## config.mk

```make
export PLATFORM = sky130hd
export DESIGN_NAME = acs_device_flat
export DESIGN_NICKNAME = d
export VERILOG_FILES = /design/src/include/acs_pkg.sv /design/src/include/acs_if.sv /design/src/rtl/acs_device.sv /design/src/flat_wrapper.sv
export SDC_FILE = /design/constraint.sdc
export NUM_CORES = 2
export LEC_CHECK = 0
export ABC_AREA = 1
export BUFFER_PORTS_ARGS = -buffer_cell sky130_fd_sc_hd__buf_4
export CORE_ASPECT_RATIO = 0.8
export CORE_MARGIN = 1
export CORE_UTILIZATION = 35
export CTS_CLUSTER_SIZE = 25
export DETAILED_ROUTE_END_ITERATION = 12
export GPL_TIMING_DRIVEN = 0
export PLACE_DENSITY = 0.59
export RECOVER_POWER = 50
export SLEW_MARGIN = 20
export SYNTH_ARGS = -nofsm -noshare
export SYNTH_HDL_FRONTEND = slang
export SYNTH_SLANG_ARGS = --single-unit
```

## constraint.sdc

```tcl
create_clock -name clk -period 11.9 [get_ports clk]
set_input_delay 2.38 -clock clk [delete_from_list [all_inputs] [get_ports clk]]
set_output_delay 2.38 -clock clk [all_outputs]
set_load 0.02 [all_outputs]
```

## src/include/acs_pkg.sv

```systemverilog
// Package for the calibration sequencer: mode codes, timing counts, widths.
// Assumes one 100 MHz master clock shared by the device and host ends.
package acs_pkg;
  // Calibration-mode field codes (cal_mode_bit2..0)
  localparam logic [2:0] MODE_IDLE     = 3'h0;
  localparam logic [2:0] MODE_SYS_ZS   = 3'h2;
  localparam logic [2:0] MODE_SYS_FS   = 3'h3;
  localparam logic [2:0] MODE_SYS_OFS  = 3'h4;
  localparam logic [2:0] MODE_BACKGND  = 3'h5;
  // One modulator cycle in master clocks
  localparam int MOD_CYCLE_CLKS        = 128;
  // Output-rate period in modulator cycles (plain default)
  localparam int RATE_MOD_CYCLES       = 4;
  localparam int RATE_CLKS             = MOD_CYCLE_CLKS * RATE_MOD_CYCLES;
  // Step lengths in output-rate periods
  localparam int ZS_FS_PERIODS         = 3;
  localparam int OFS_PERIODS           = 6;
  localparam int SYS_CONV_PERIODS      = 1;
  localparam int OFS_CONV_PERIODS      = 3;
  localparam int BG_PERIODS            = 6;
  // Coefficient and data width
  localparam int COEF_W                = 24;
  // Reset coefficient values and expected calibration readings
  localparam logic [23:0] ZS_COEF_RST  = 24'h000000;
  localparam logic [23:0] FS_COEF_RST  = 24'h800000;
  localparam logic [23:0] ZERO_READING = 24'h000000;
  localparam logic [23:0] MID_READING  = 24'h800000;
  localparam logic [23:0] FULL_READING = 24'hffffff;
endpackage

```

## src/include/acs_if.sv

```systemverilog
// Link between host and calibration sequencer: mode write, coefficients, data.
// Assumes both ends run on the same clk; no clocking blocks.
`timescale 1ns/100ps
`default_nettype none
interface acs_if;
  logic        modeWr;
  logic [2:0]  modeWrData;
  logic [2:0]  calMode;
  logic        coefWrZs;
  logic        coefWrFs;
  logic [23:0] coefWrData;
  logic [23:0] zeroScaleCoef;
  logic [23:0] fullScaleCoef;
  logic        dataReadyN;
  logic [23:0] dataWord;
  logic        filterSync;
  logic        shortInputs;
  logic        unipolar;

  modport device
  (
    input  modeWr, modeWrData, coefWrZs, coefWrFs, coefWrData, filterSync, unipolar,
    output calMode, zeroScaleCoef, fullScaleCoef, dataReadyN, dataWord, shortInputs
  );
  modport host
  (
    output modeWr, modeWrData, coefWrZs, coefWrFs, coefWrData, filterSync, unipolar,
    input  calMode, zeroScaleCoef, fullScaleCoef, dataReadyN, dataWord, shortInputs
  );
endinterface
`default_nettype wire

```

## src/rtl/acs_device.sv

```systemverilog
// Device end: calibration sequencer timing steps in output-rate periods.
// Assumes the host keeps the analog input steady through each step.
`timescale 1ns/100ps
`default_nettype none
// Notes on behaviour
// - Host settles zero input before starting.
// - Code 010 starts zero-scale system calibration.
// - Step lasts three periods, then mode clears.
// - Data-ready held high until new word.
// - Zero-scale: data-ready low after four periods.
// - Following conversion reads zero scale.
// - Data-ready rises within one modulator cycle.
// - Host ignores data-ready one modulator cycle.
// - Code 011 full-scale; ready after four periods.
// - Following conversion reads full scale.
// - Unipolar endpoints; bipolar midscale to full.
// - Single calibration updates only its coefficient.
// - Host starts full-scale only after zero-scale.
// - Code 100 starts system-offset calibration.
// - System-offset step lasts six periods.
// - System-offset ready after nine periods.
// - Code 101 enters background calibration.
// - Background zero-cal after each update, rate/6.
// - Background stays until host changes mode.
// - Host avoids filter sync in background.
// - Subtract offset before applying gain.
// - Coefficients are 24 bits, host-readable/writable.
// - Zero self-cal shorts inputs to bias.
module acs_device
(
  input  wire logic        clk,
  input  wire logic        rst,
  acs_if.device            link,
  input  wire logic [23:0] analogInput
);
  typedef enum logic [2:0] {ST_IDLE, ST_CAL, ST_CONV, ST_BG_CAL, ST_BG_CONV} acs_state_t;

  typedef struct packed
  {
    acs_state_t  state;
    logic [2:0]  mode;
    logic [15:0] clkCnt;
    logic [3:0]  periodCnt;
    logic [23:0] zsCoef;
    logic [23:0] fsCoef;
    logic        drdyN;
    logic [23:0] data;
    logic        shortIn;
  } acs_dev_t;

  acs_dev_t st_r;
  acs_dev_t st_nxt;

  // Offset subtraction then gain scaling, Q1.23 gain
  function automatic logic [23:0] acs_correct(input logic [23:0] raw,
                                              input logic [23:0] zs,
                                              input logic [23:0] fs);
    logic [23:0] diff;
    logic [47:0] prod;
    diff = raw - zs;
    prod = diff * fs;
    return prod[46:23];
  endfunction

  // Steps that end in a mode clear
  function automatic logic acs_is_step(input logic [2:0] m);
    return (m == acs_pkg::MODE_SYS_ZS) || (m == acs_pkg::MODE_SYS_FS) ||
           (m == acs_pkg::MODE_SYS_OFS);
  endfunction

  logic        rateTick;
  logic [23:0] corrected;
  // Conversion length and reading depend on the step that preceded it
  logic [3:0]  convLen;
  logic [23:0] calReading;
  logic        lastWasOfs;
  logic        lastWasOfs_r;
  logic        lastFs;
  logic        lastFs_r;
  assign lastWasOfs = link.modeWr ? (link.modeWrData == acs_pkg::MODE_SYS_OFS) : lastWasOfs_r;
  assign lastFs     = link.modeWr ? (link.modeWrData == acs_pkg::MODE_SYS_FS) : lastFs_r;
  assign convLen    = lastWasOfs_r ? 4'(acs_pkg::OFS_CONV_PERIODS)
                                   : 4'(acs_pkg::SYS_CONV_PERIODS);
  // Bipolar zero reads midscale; full-scale step reads all ones
  assign calReading = lastFs_r ? acs_pkg::FULL_READING
                     : (link.unipolar ? acs_pkg::ZERO_READING : acs_pkg::MID_READING);

  assign rateTick  = (st_r.clkCnt == 16'(acs_pkg::RATE_CLKS - 1));
  assign corrected = acs_correct(analogInput, st_r.zsCoef, st_r.fsCoef);

  // Next-state logic; mode write restarts the period grid so timing is exact
  always_comb
  begin
    st_nxt = st_r;
    st_nxt.clkCnt = rateTick ? 16'h0000 : st_r.clkCnt + 16'h0001;
    if (link.coefWrZs)
      st_nxt.zsCoef = link.coefWrData;
    if (link.coefWrFs)
      st_nxt.fsCoef = link.coefWrData;
    if (link.modeWr)
    begin
      st_nxt.mode      = link.modeWrData;
      st_nxt.clkCnt    = 16'h0000;
      st_nxt.periodCnt = 4'h0;
      st_nxt.shortIn   = 1'b0;
      if (acs_is_step(link.modeWrData))
      begin
        st_nxt.state = ST_CAL;
        st_nxt.drdyN = 1'b1;   // Raised next edge, well inside one modulator cycle
      end
      else if (link.modeWrData == acs_pkg::MODE_BACKGND)
      begin
        st_nxt.state   = ST_BG_CAL;
        st_nxt.drdyN   = 1'b1;
        st_nxt.shortIn = 1'b1;
      end
      else
        st_nxt.state = ST_IDLE; // Leaves background on any other code
    end
    else if (rateTick)
    begin
      st_nxt.periodCnt = st_r.periodCnt + 4'h1;
      unique case (st_r.state)
        ST_IDLE:
        begin
          st_nxt.periodCnt = 4'h0;
        end
        ST_CAL:
        begin
          if (st_r.mode == acs_pkg::MODE_SYS_OFS)
          begin
            // One six-period step; zero point from input, full-scale reset to FS_COEF_RST
            if (st_r.periodCnt == 4'(acs_pkg::OFS_PERIODS - 1))
            begin
              st_nxt.zsCoef    = analogInput; // Same edge as mode clear
              st_nxt.fsCoef    = acs_pkg::FS_COEF_RST;
              st_nxt.mode      = acs_pkg::MODE_IDLE;
              st_nxt.state     = ST_CONV;
              st_nxt.periodCnt = 4'h0;
            end
          end
          else if (st_r.periodCnt == 4'(acs_pkg::ZS_FS_PERIODS - 1))
          begin
            // Each single step touches only its own coefficient
            if (st_r.mode == acs_pkg::MODE_SYS_ZS)
              st_nxt.zsCoef = analogInput;
            else
              st_nxt.fsCoef = analogInput - st_r.zsCoef; // Span from zero point
            st_nxt.mode      = acs_pkg::MODE_IDLE;
            st_nxt.state     = ST_CONV;
            st_nxt.periodCnt = 4'h0;
          end
        end
        ST_CONV:
        begin
          // Conversion: 1 period after system steps, 3 after system-offset
          if (st_r.periodCnt == convLen - 4'h1)
          begin
            // Fixed calReading word: zero or midscale, all ones after full-scale
            st_nxt.data      = calReading;
            st_nxt.drdyN     = 1'b0;
            st_nxt.state     = ST_IDLE;
            st_nxt.periodCnt = 4'h0;
          end
        end
        ST_BG_CAL:
        begin
          // Zero self-cal on shorted inputs, then one conversion
          if (st_r.periodCnt == 4'(acs_pkg::BG_PERIODS - 2))
          begin
            st_nxt.zsCoef    = analogInput; // Bias-shorted reading refreshes offset
            st_nxt.shortIn   = 1'b0;
            st_nxt.state     = ST_BG_CONV;
            st_nxt.periodCnt = 4'h0;
          end
        end
        ST_BG_CONV:
        begin
          st_nxt.data      = corrected;
          st_nxt.drdyN     = 1'b0;
          st_nxt.shortIn   = 1'b1;
          st_nxt.state     = ST_BG_CAL; // Stays until rewritten
          st_nxt.periodCnt = 4'h0;
        end
        default:
          st_nxt.state = ST_IDLE;
      endcase
      // Data-ready pulses one period in background, then rises for next cal
      if (st_r.state == ST_BG_CAL && st_r.periodCnt == 4'h0 && !st_r.drdyN)
        st_nxt.drdyN = 1'b1;
    end
  end

  // Single register stage for all state
  always_ff @(posedge clk)
  begin
    if (rst)
    begin
      st_r.state     <= ST_IDLE;
      st_r.mode      <= acs_pkg::MODE_IDLE;
      st_r.clkCnt    <= 16'h0000;
      st_r.periodCnt <= 4'h0;
      st_r.zsCoef    <= acs_pkg::ZS_COEF_RST;
      st_r.fsCoef    <= acs_pkg::FS_COEF_RST;
      st_r.drdyN     <= 1'b1;
      st_r.data      <= 24'h000000;
      st_r.shortIn   <= 1'b0;
      lastWasOfs_r   <= 1'b0;
      lastFs_r       <= 1'b0;
    end
    else
    begin
      st_r         <= st_nxt;
      lastWasOfs_r <= lastWasOfs;
      lastFs_r     <= lastFs;
    end
  end

  assign link.calMode       = st_r.mode;
  assign link.zeroScaleCoef = st_r.zsCoef;
  assign link.fullScaleCoef = st_r.fsCoef;
  assign link.dataReadyN    = st_r.drdyN;
  assign link.dataWord      = st_r.data;
  assign link.shortInputs   = st_r.shortIn;
endmodule
`default_nettype wire

```

## src/flat_wrapper.sv

```systemverilog
// flat-port wrapper written by rule: the top's interface ports become plain ports
module acs_device_flat 
  (clk, rst, analogInput, link_modeWr, link_modeWrData, link_coefWrZs, link_coefWrFs, link_coefWrData, link_filterSync, link_unipolar, link_calMode, link_zeroScaleCoef, link_fullScaleCoef, link_dataReadyN, link_dataWord, link_shortInputs);
  acs_if link_i ();
  input  wire logic clk;
  input  wire logic rst;
  input  wire logic [23:0] analogInput;
  input wire logic [$bits(link_i.modeWr)-1:0] link_modeWr;
  input wire logic [$bits(link_i.modeWrData)-1:0] link_modeWrData;
  input wire logic [$bits(link_i.coefWrZs)-1:0] link_coefWrZs;
  input wire logic [$bits(link_i.coefWrFs)-1:0] link_coefWrFs;
  input wire logic [$bits(link_i.coefWrData)-1:0] link_coefWrData;
  input wire logic [$bits(link_i.filterSync)-1:0] link_filterSync;
  input wire logic [$bits(link_i.unipolar)-1:0] link_unipolar;
  output wire logic [$bits(link_i.calMode)-1:0] link_calMode;
  output wire logic [$bits(link_i.zeroScaleCoef)-1:0] link_zeroScaleCoef;
  output wire logic [$bits(link_i.fullScaleCoef)-1:0] link_fullScaleCoef;
  output wire logic [$bits(link_i.dataReadyN)-1:0] link_dataReadyN;
  output wire logic [$bits(link_i.dataWord)-1:0] link_dataWord;
  output wire logic [$bits(link_i.shortInputs)-1:0] link_shortInputs;
  assign link_i.modeWr = link_modeWr;
  assign link_i.modeWrData = link_modeWrData;
  assign link_i.coefWrZs = link_coefWrZs;
  assign link_i.coefWrFs = link_coefWrFs;
  assign link_i.coefWrData = link_coefWrData;
  assign link_i.filterSync = link_filterSync;
  assign link_i.unipolar = link_unipolar;
  assign link_calMode = link_i.calMode;
  assign link_zeroScaleCoef = link_i.zeroScaleCoef;
  assign link_fullScaleCoef = link_i.fullScaleCoef;
  assign link_dataReadyN = link_i.dataReadyN;
  assign link_dataWord = link_i.dataWord;
  assign link_shortInputs = link_i.shortInputs;
  acs_device u_core (.clk(clk), .rst(rst), .link(link_i), .analogInput(analogInput));
endmodule
```

Word-level counts from Yosys, hierarchy flattened
Cells that the tools add are included.
{"block": "op_classes", "n_eq_ne": 24, "mul": 1, "addsub": 4, "order_cmp": 0, "bitwise": 1, "div": 0, "n_mux": 39, "n_reduce_logical": 21, "shift": 0}
{"cell": "$mux W24", "count": 7}
{"cell": "$mux W52", "count": 3}
{"cell": "$mux W74", "count": 1}
{"cell": "$pmux W25 S2", "count": 1}
{"cell": "$mux W48", "count": 1}
{"cell": "$pmux W24 S2", "count": 1}
{"cell": "$mul A24 B24 Y47", "count": 1}
{"cell": "$mux W6", "count": 5}
{"cell": "$mux W28", "count": 1}
{"cell": "$mux W25", "count": 1}
{"cell": "$sub A24 B24 Y24", "count": 1}
{"cell": "$add A16 B1 Y16 const B", "count": 1}
{"cell": "$eq A16 B9 Y1 const B", "count": 1}
{"cell": "$pmux W4 S4", "count": 1}
{"cell": "$eq A3 B2 Y1 const B", "count": 5}
{"cell": "$pmux W3 S5", "count": 1}
{"cell": "$eq A3 B3 Y1 const B", "count": 4}
{"cell": "$mux W3", "count": 4}
{"cell": "$reduce_and A4 Y1", "count": 3}
{"cell": "$eq A4 B3 Y1 const B", "count": 2}
{"cell": "$mux W1", "count": 8}
{"cell": "$ne A4 B2 Y1 const B", "count": 2}
{"cell": "$ne A3 B2 Y1 const B", "count": 2}
{"cell": "$reduce_and A6 Y1", "count": 1}
{"cell": "25 further kinds", "count": 32}
{"block": "totals", "input_bits": 58, "romBits": 0, "ramBits": 0, "latch_bits": 0, "out_inout_bits": 77, "elab_cells": 101, "regBits": 102, "mem_count": 0}

Longest topological paths before layout
{"block": "depth", "depth_word": 8, "ltp_mapped": 41, "ltp_nobuf": 40}

Worst setup path after synthesis
OpenSTA, ideal clock, no wires.
{"block": "synth_timing", "path_type": "in2reg", "start": "input port analogInput[0]", "end": "register u_core.st_r (netlist bit u_core.link.dataWord[0])", "t_arrival_ns": 9.207, "path_stages": 35, "required_ns": 11.781, "path_slack_ns": 2.574, "n_path_buf": 2, "setup_ns": 0.119, "cell_sequence": "inv_1 ha_1 inv_1 fa_1 nand3_1 nand2_1 nand3_1 nand3_1 or2_2 clkbuf_1 nand2_1 buf_2 nor2_1 fa_1 inv_1 fa_1 inv_1 fa_1 fa_1 fa_1 fa_1 inv_1 fa_1 inv_1 ha_1 nand2_1 inv_1 a21oi_1 a21boi_0 o21ai_0 a21o_1 nor2_1 nor2_1 nand2_1 a21oi_1"}
{"block": "synth_via", "elab_chain_len": 3}
{"element": "from (decl)", "line": "flat_wrapper.sv:7", "source": "input wire logic [23:0] analogInput;"}
{"element": "$sub A24 B24 Y24", "line": "acs_device.sv:60", "source": "diff = raw - zs;"}
{"element": "$mul A24 B24 Y47", "line": "acs_device.sv:61", "source": "prod = diff * fs;"}
{"element": "$pmux W25 S2", "line": "acs_device.sv:123", "source": "unique case (st_r.state)"}
{"element": "to (signal assigned)", "line": "acs_device.sv:213", "source": "st_r <= st_nxt;"}
{"element": "to (decl)", "line": "acs_device.sv:51", "source": "acs_dev_t st_r;"}
No other way between the ends.
A chain may end at the register's enable or synchronous reset.

Final worst setup path
{"block": "layout_timing", "start": "input port analogInput[0]", "end": "register u_core.st_r (netlist bit u_core.link.dataWord[9])"}
Same word-level chain as after synthesis.

==> metrics.cfg <==
[yosys]
synth_seq_cells = 102
synth_edf_count = 0
ys_seq_area_share_pct = 7.91
synth_area_mm2 = 0.0258
synth_cell_types = 54
synthesis.nets = 4209
ys.flop_type = dfxtp_1
avgSynthCellArea_um2 = 7.43
synth_cells = 3477
synth_warnings = 0
async_reset_ff_share_pct = 0

[cells_and_area]
nFillCells = 7740
multiInputGateArea_mm2 = 0.0198
final_util_pct = 38.7
drive_gt1_share_pct = 6.51
area_delta_synth_final_pct = 8.86
seqCellArea_mm2 = 0.00204
fin_nets = 4353

[sta]
drv_slew = 0
period_needed_ps = 11050
final.setup.worst_slack_ps = 846
timing.final.crit_share_pct = 92.9
grt_setup_unrepaired = no
timing.slew.headroom_pct = 27.9
fin_skew_ps = 23.7
fmax_mhz = 90.5
timing_hold_violations_final = 0
setup_viol = 0
hold_slack_ps = 468
worst_pin_slew_ps = 1080
fin_setup_tns_ps = 0

[critical_path]
cp_top_family = adder cells
cp_slowest_cell = fa_1
critPathMostFrequentCell = fa_1
cpPeakStageDelay_ps = 620
worstSetupPathType = primary input to flop
worstSetupStartpointType = primary input
cp-end-kind = flop
crit_buf_inv = 10
crit_fanout = 10
cp.arrival_ps = 11370
worstPathRequired_ps = 12210

[run]
cap_violations = 0

[clock_network]
htree_levels = 3
cts_inserted_buffers = 9
clockRootBuffer = clkbuf_16
hold_buffers = 0
cts-resized-gates = 0
cts_tree = built
numClockSinks = 102
insertion_delay_ps = 390
path_clk_slew_ps = 80
clockBufferDepth = 2
cts_setup_buffers = 0

[placed_design]
post-place-ws_ps = 661
portBuffers = 132
hpwl_um = 82100
routabilityCongestion = 1.01

[detailed_routing]
wl_met3_um = 13800
wl_um = 95900
routedWlPerCell_um = 21.0
met2_length_um = 36500
vias = 23500
via_per_inst = 5.14
ant_nets = 0
highest_layer = met5
drcViolationCount = 0
drt-initial-drc-count = 2506
dr.pass1.iters = 6
met1_length_um = 43100

[worst_hold_path]
hp-class = flop to flop

[die]
io_pins = 135
dieArea_mm2 = 0.0749
core_mm2 = 0.0726
chipWidth_um = 306
rows = 88
die_height_um = 245
start_util_pct = 35.6

[grt]
grt_first_pass_wirelength_um = 146000
grt_pass1_vias = 23100
grt-ovfl-total = 0
track_usage_pct = 26.1
antenna_found_initial = 4
grt_max_degree = 23

[run_status]
status = completed

[kinds of logic (layout without fill, tap and decap cells)]
| group | Yosys count | after routing | share of synthesized area, % |
|---|---|---|---|
| AOI/OAI and AO/OA | 383 | 383 | 8.32 |
| xor gates and xnor gates | 18 | 18 | 0.669 |
| adders and majority gates | 674 | 674 | 46.6 |
| buffers and inverters | 982 | 1131 | 15.5 |
| DFF | 102 | 102 | 7.91 |
| other | 0 | 1 | 0 |
| and+or+nand+nor | 1318 | 1318 | 20.9 |
[worst register-to-register path, delay by kind of cell (launching register included)]
family	cells	cell delay, ps
AOI/OAI and AO/OA	3	670
and+or+nand+nor	12	2260
DFF	1	390
buffers and inverters	8	1110
adders and majority gates	10	4830
[state kept, by name, summed over array words and instances (netlist names)]
register	cells
u_core.link.dataWord	24
u_core.st_r	23
u_core.link.dataReadyN	1
u_core.link.shortInputs	1
u_core.lastWasOfs_r	1
u_core.link.zeroScaleCoef	24
u_core.lastFs_r	1
u_core.link.fullScaleCoef	24
u_core.link.calMode	3
[Yosys cell counts, types with 3 or more instances]
| master | count | area (um^2) |
|---|---|---|
| inv_1 | 769 | 2890 |
| nand2_1 | 572 | 2150 |
| nor2_1 | 504 | 1890 |
| fa_1 | 481 | 9630 |
| ha_1 | 193 | 2410 |
| nand3_1 | 159 | 796 |
| a21oi_1 | 152 | 761 |
| o21ai_0 | 147 | 736 |
| dfxtp_1 | 102 | 2040 |
| clkbuf_1 | 94 | 353 |
| buf_4 | 77 | 578 |
| nand4_1 | 21 | 131 |
| nor3_1 | 21 | 105 |
| buf_2 | 16 | 80.1 |
| o21bai_1 | 15 | 113 |
| or2_2 | 15 | 93.8 |
| clkinv_1 | 12 | 45.0 |
| a21o_1 | 10 | 75.1 |
| a211oi_1 | 9 | 67.6 |
| o211ai_1 | 9 | 67.6 |
| xor2_1 | 9 | 78.8 |
| nor4_1 | 7 | 43.8 |
| o21ai_2 | 7 | 61.3 |
| xnor2_1 | 7 | 61.3 |
| inv_2 | 5 | 18.8 |
| o21a_1 | 5 | 37.5 |
| a21boi_0 | 4 | 30.0 |
| a31oi_1 | 4 | 25.0 |
| buf_1 | 4 | 15.0 |
| nand3b_1 | 4 | 30.0 |
| o22ai_1 | 4 | 25.0 |
| and3_1 | 3 | 18.8 |
| inv_4 | 3 | 18.8 |
| nand2_2 | 3 | 18.8 |
| o31ai_1 | 3 | 22.5 |
[cell type report]
class | instances | area share, %
Tap cell | 945 | 4.21
Timing Repair Buffer | 133 | 2.83
Clock buffer | 9 | 0.801
Sequential cell | 102 | 7.26
Clock inverter | 7 | 0.325
Inverter | 789 | 10.6
Buffer | 193 | 3.71
Antenna cell | 1 | 0.00890
Multi-Input combinational cell | 2393 | 70.3
[stage by stage]
| stage | area, um^2 | cells |
|---|---|---|
| after floorplan | 25800 | 3477 |
| after global placement | 28000 | 4554 |
| final | 28100 | 4572 |
| after global routing | 28100 | 4571 |
| after detailed placement | 28000 | 4555 |
| after CTS | 28300 | 4571 |
[final timing paths]
kind | from | to | slack, ps | depth (start not counted)
max reg2reg | u_core.link.zeroScaleCoef[0]$_SDFF_PP0_ | u_core.link.dataWord[9]$_SDFFE_PP0P_ | 2580 | 33
max | analogInput[0] | u_core.link.dataWord[9]$_SDFFE_PP0P_ | 850 | 35
min reg2reg | u_core.st_r[78]$_SDFF_PP0_ | u_core.st_r[78]$_SDFF_PP0_ | 470 | 1
min | u_core.st_r[78]$_SDFF_PP0_ | u_core.st_r[78]$_SDFF_PP0_ | 470 | 1
[metal layers]
layer	up-vias	GRT usage (%)
met4	2	5.68
li1	10700	-
met3	135	9.61
met2	1250	35.6
met5	-	0
met1	11400	38.6
[cells in the final DEF (no fill, tap or decap), drive strengths merged, types with 11 or more instances in the layout]
cell type / synthesis / final
nor2: 507 / 507
buf: 98 / 165
nor3: 24 / 24
clkinv: 12 / 15
nand4: 21 / 21
a21oi: 155 / 155
ha: 193 / 193
nand2: 575 / 575
inv: 777 / 781
o211ai: 11 / 11
dfxtp: 102 / 102
o21ai: 156 / 156
fa: 481 / 481
or2: 15 / 15
o21bai: 15 / 15
clkbuf: 95 / 170
xor2: 11 / 11
nand3: 160 / 160
Power is not shown: default switching activity piles up to over one toggle a cycle in this logic, so the estimate is an artifact.
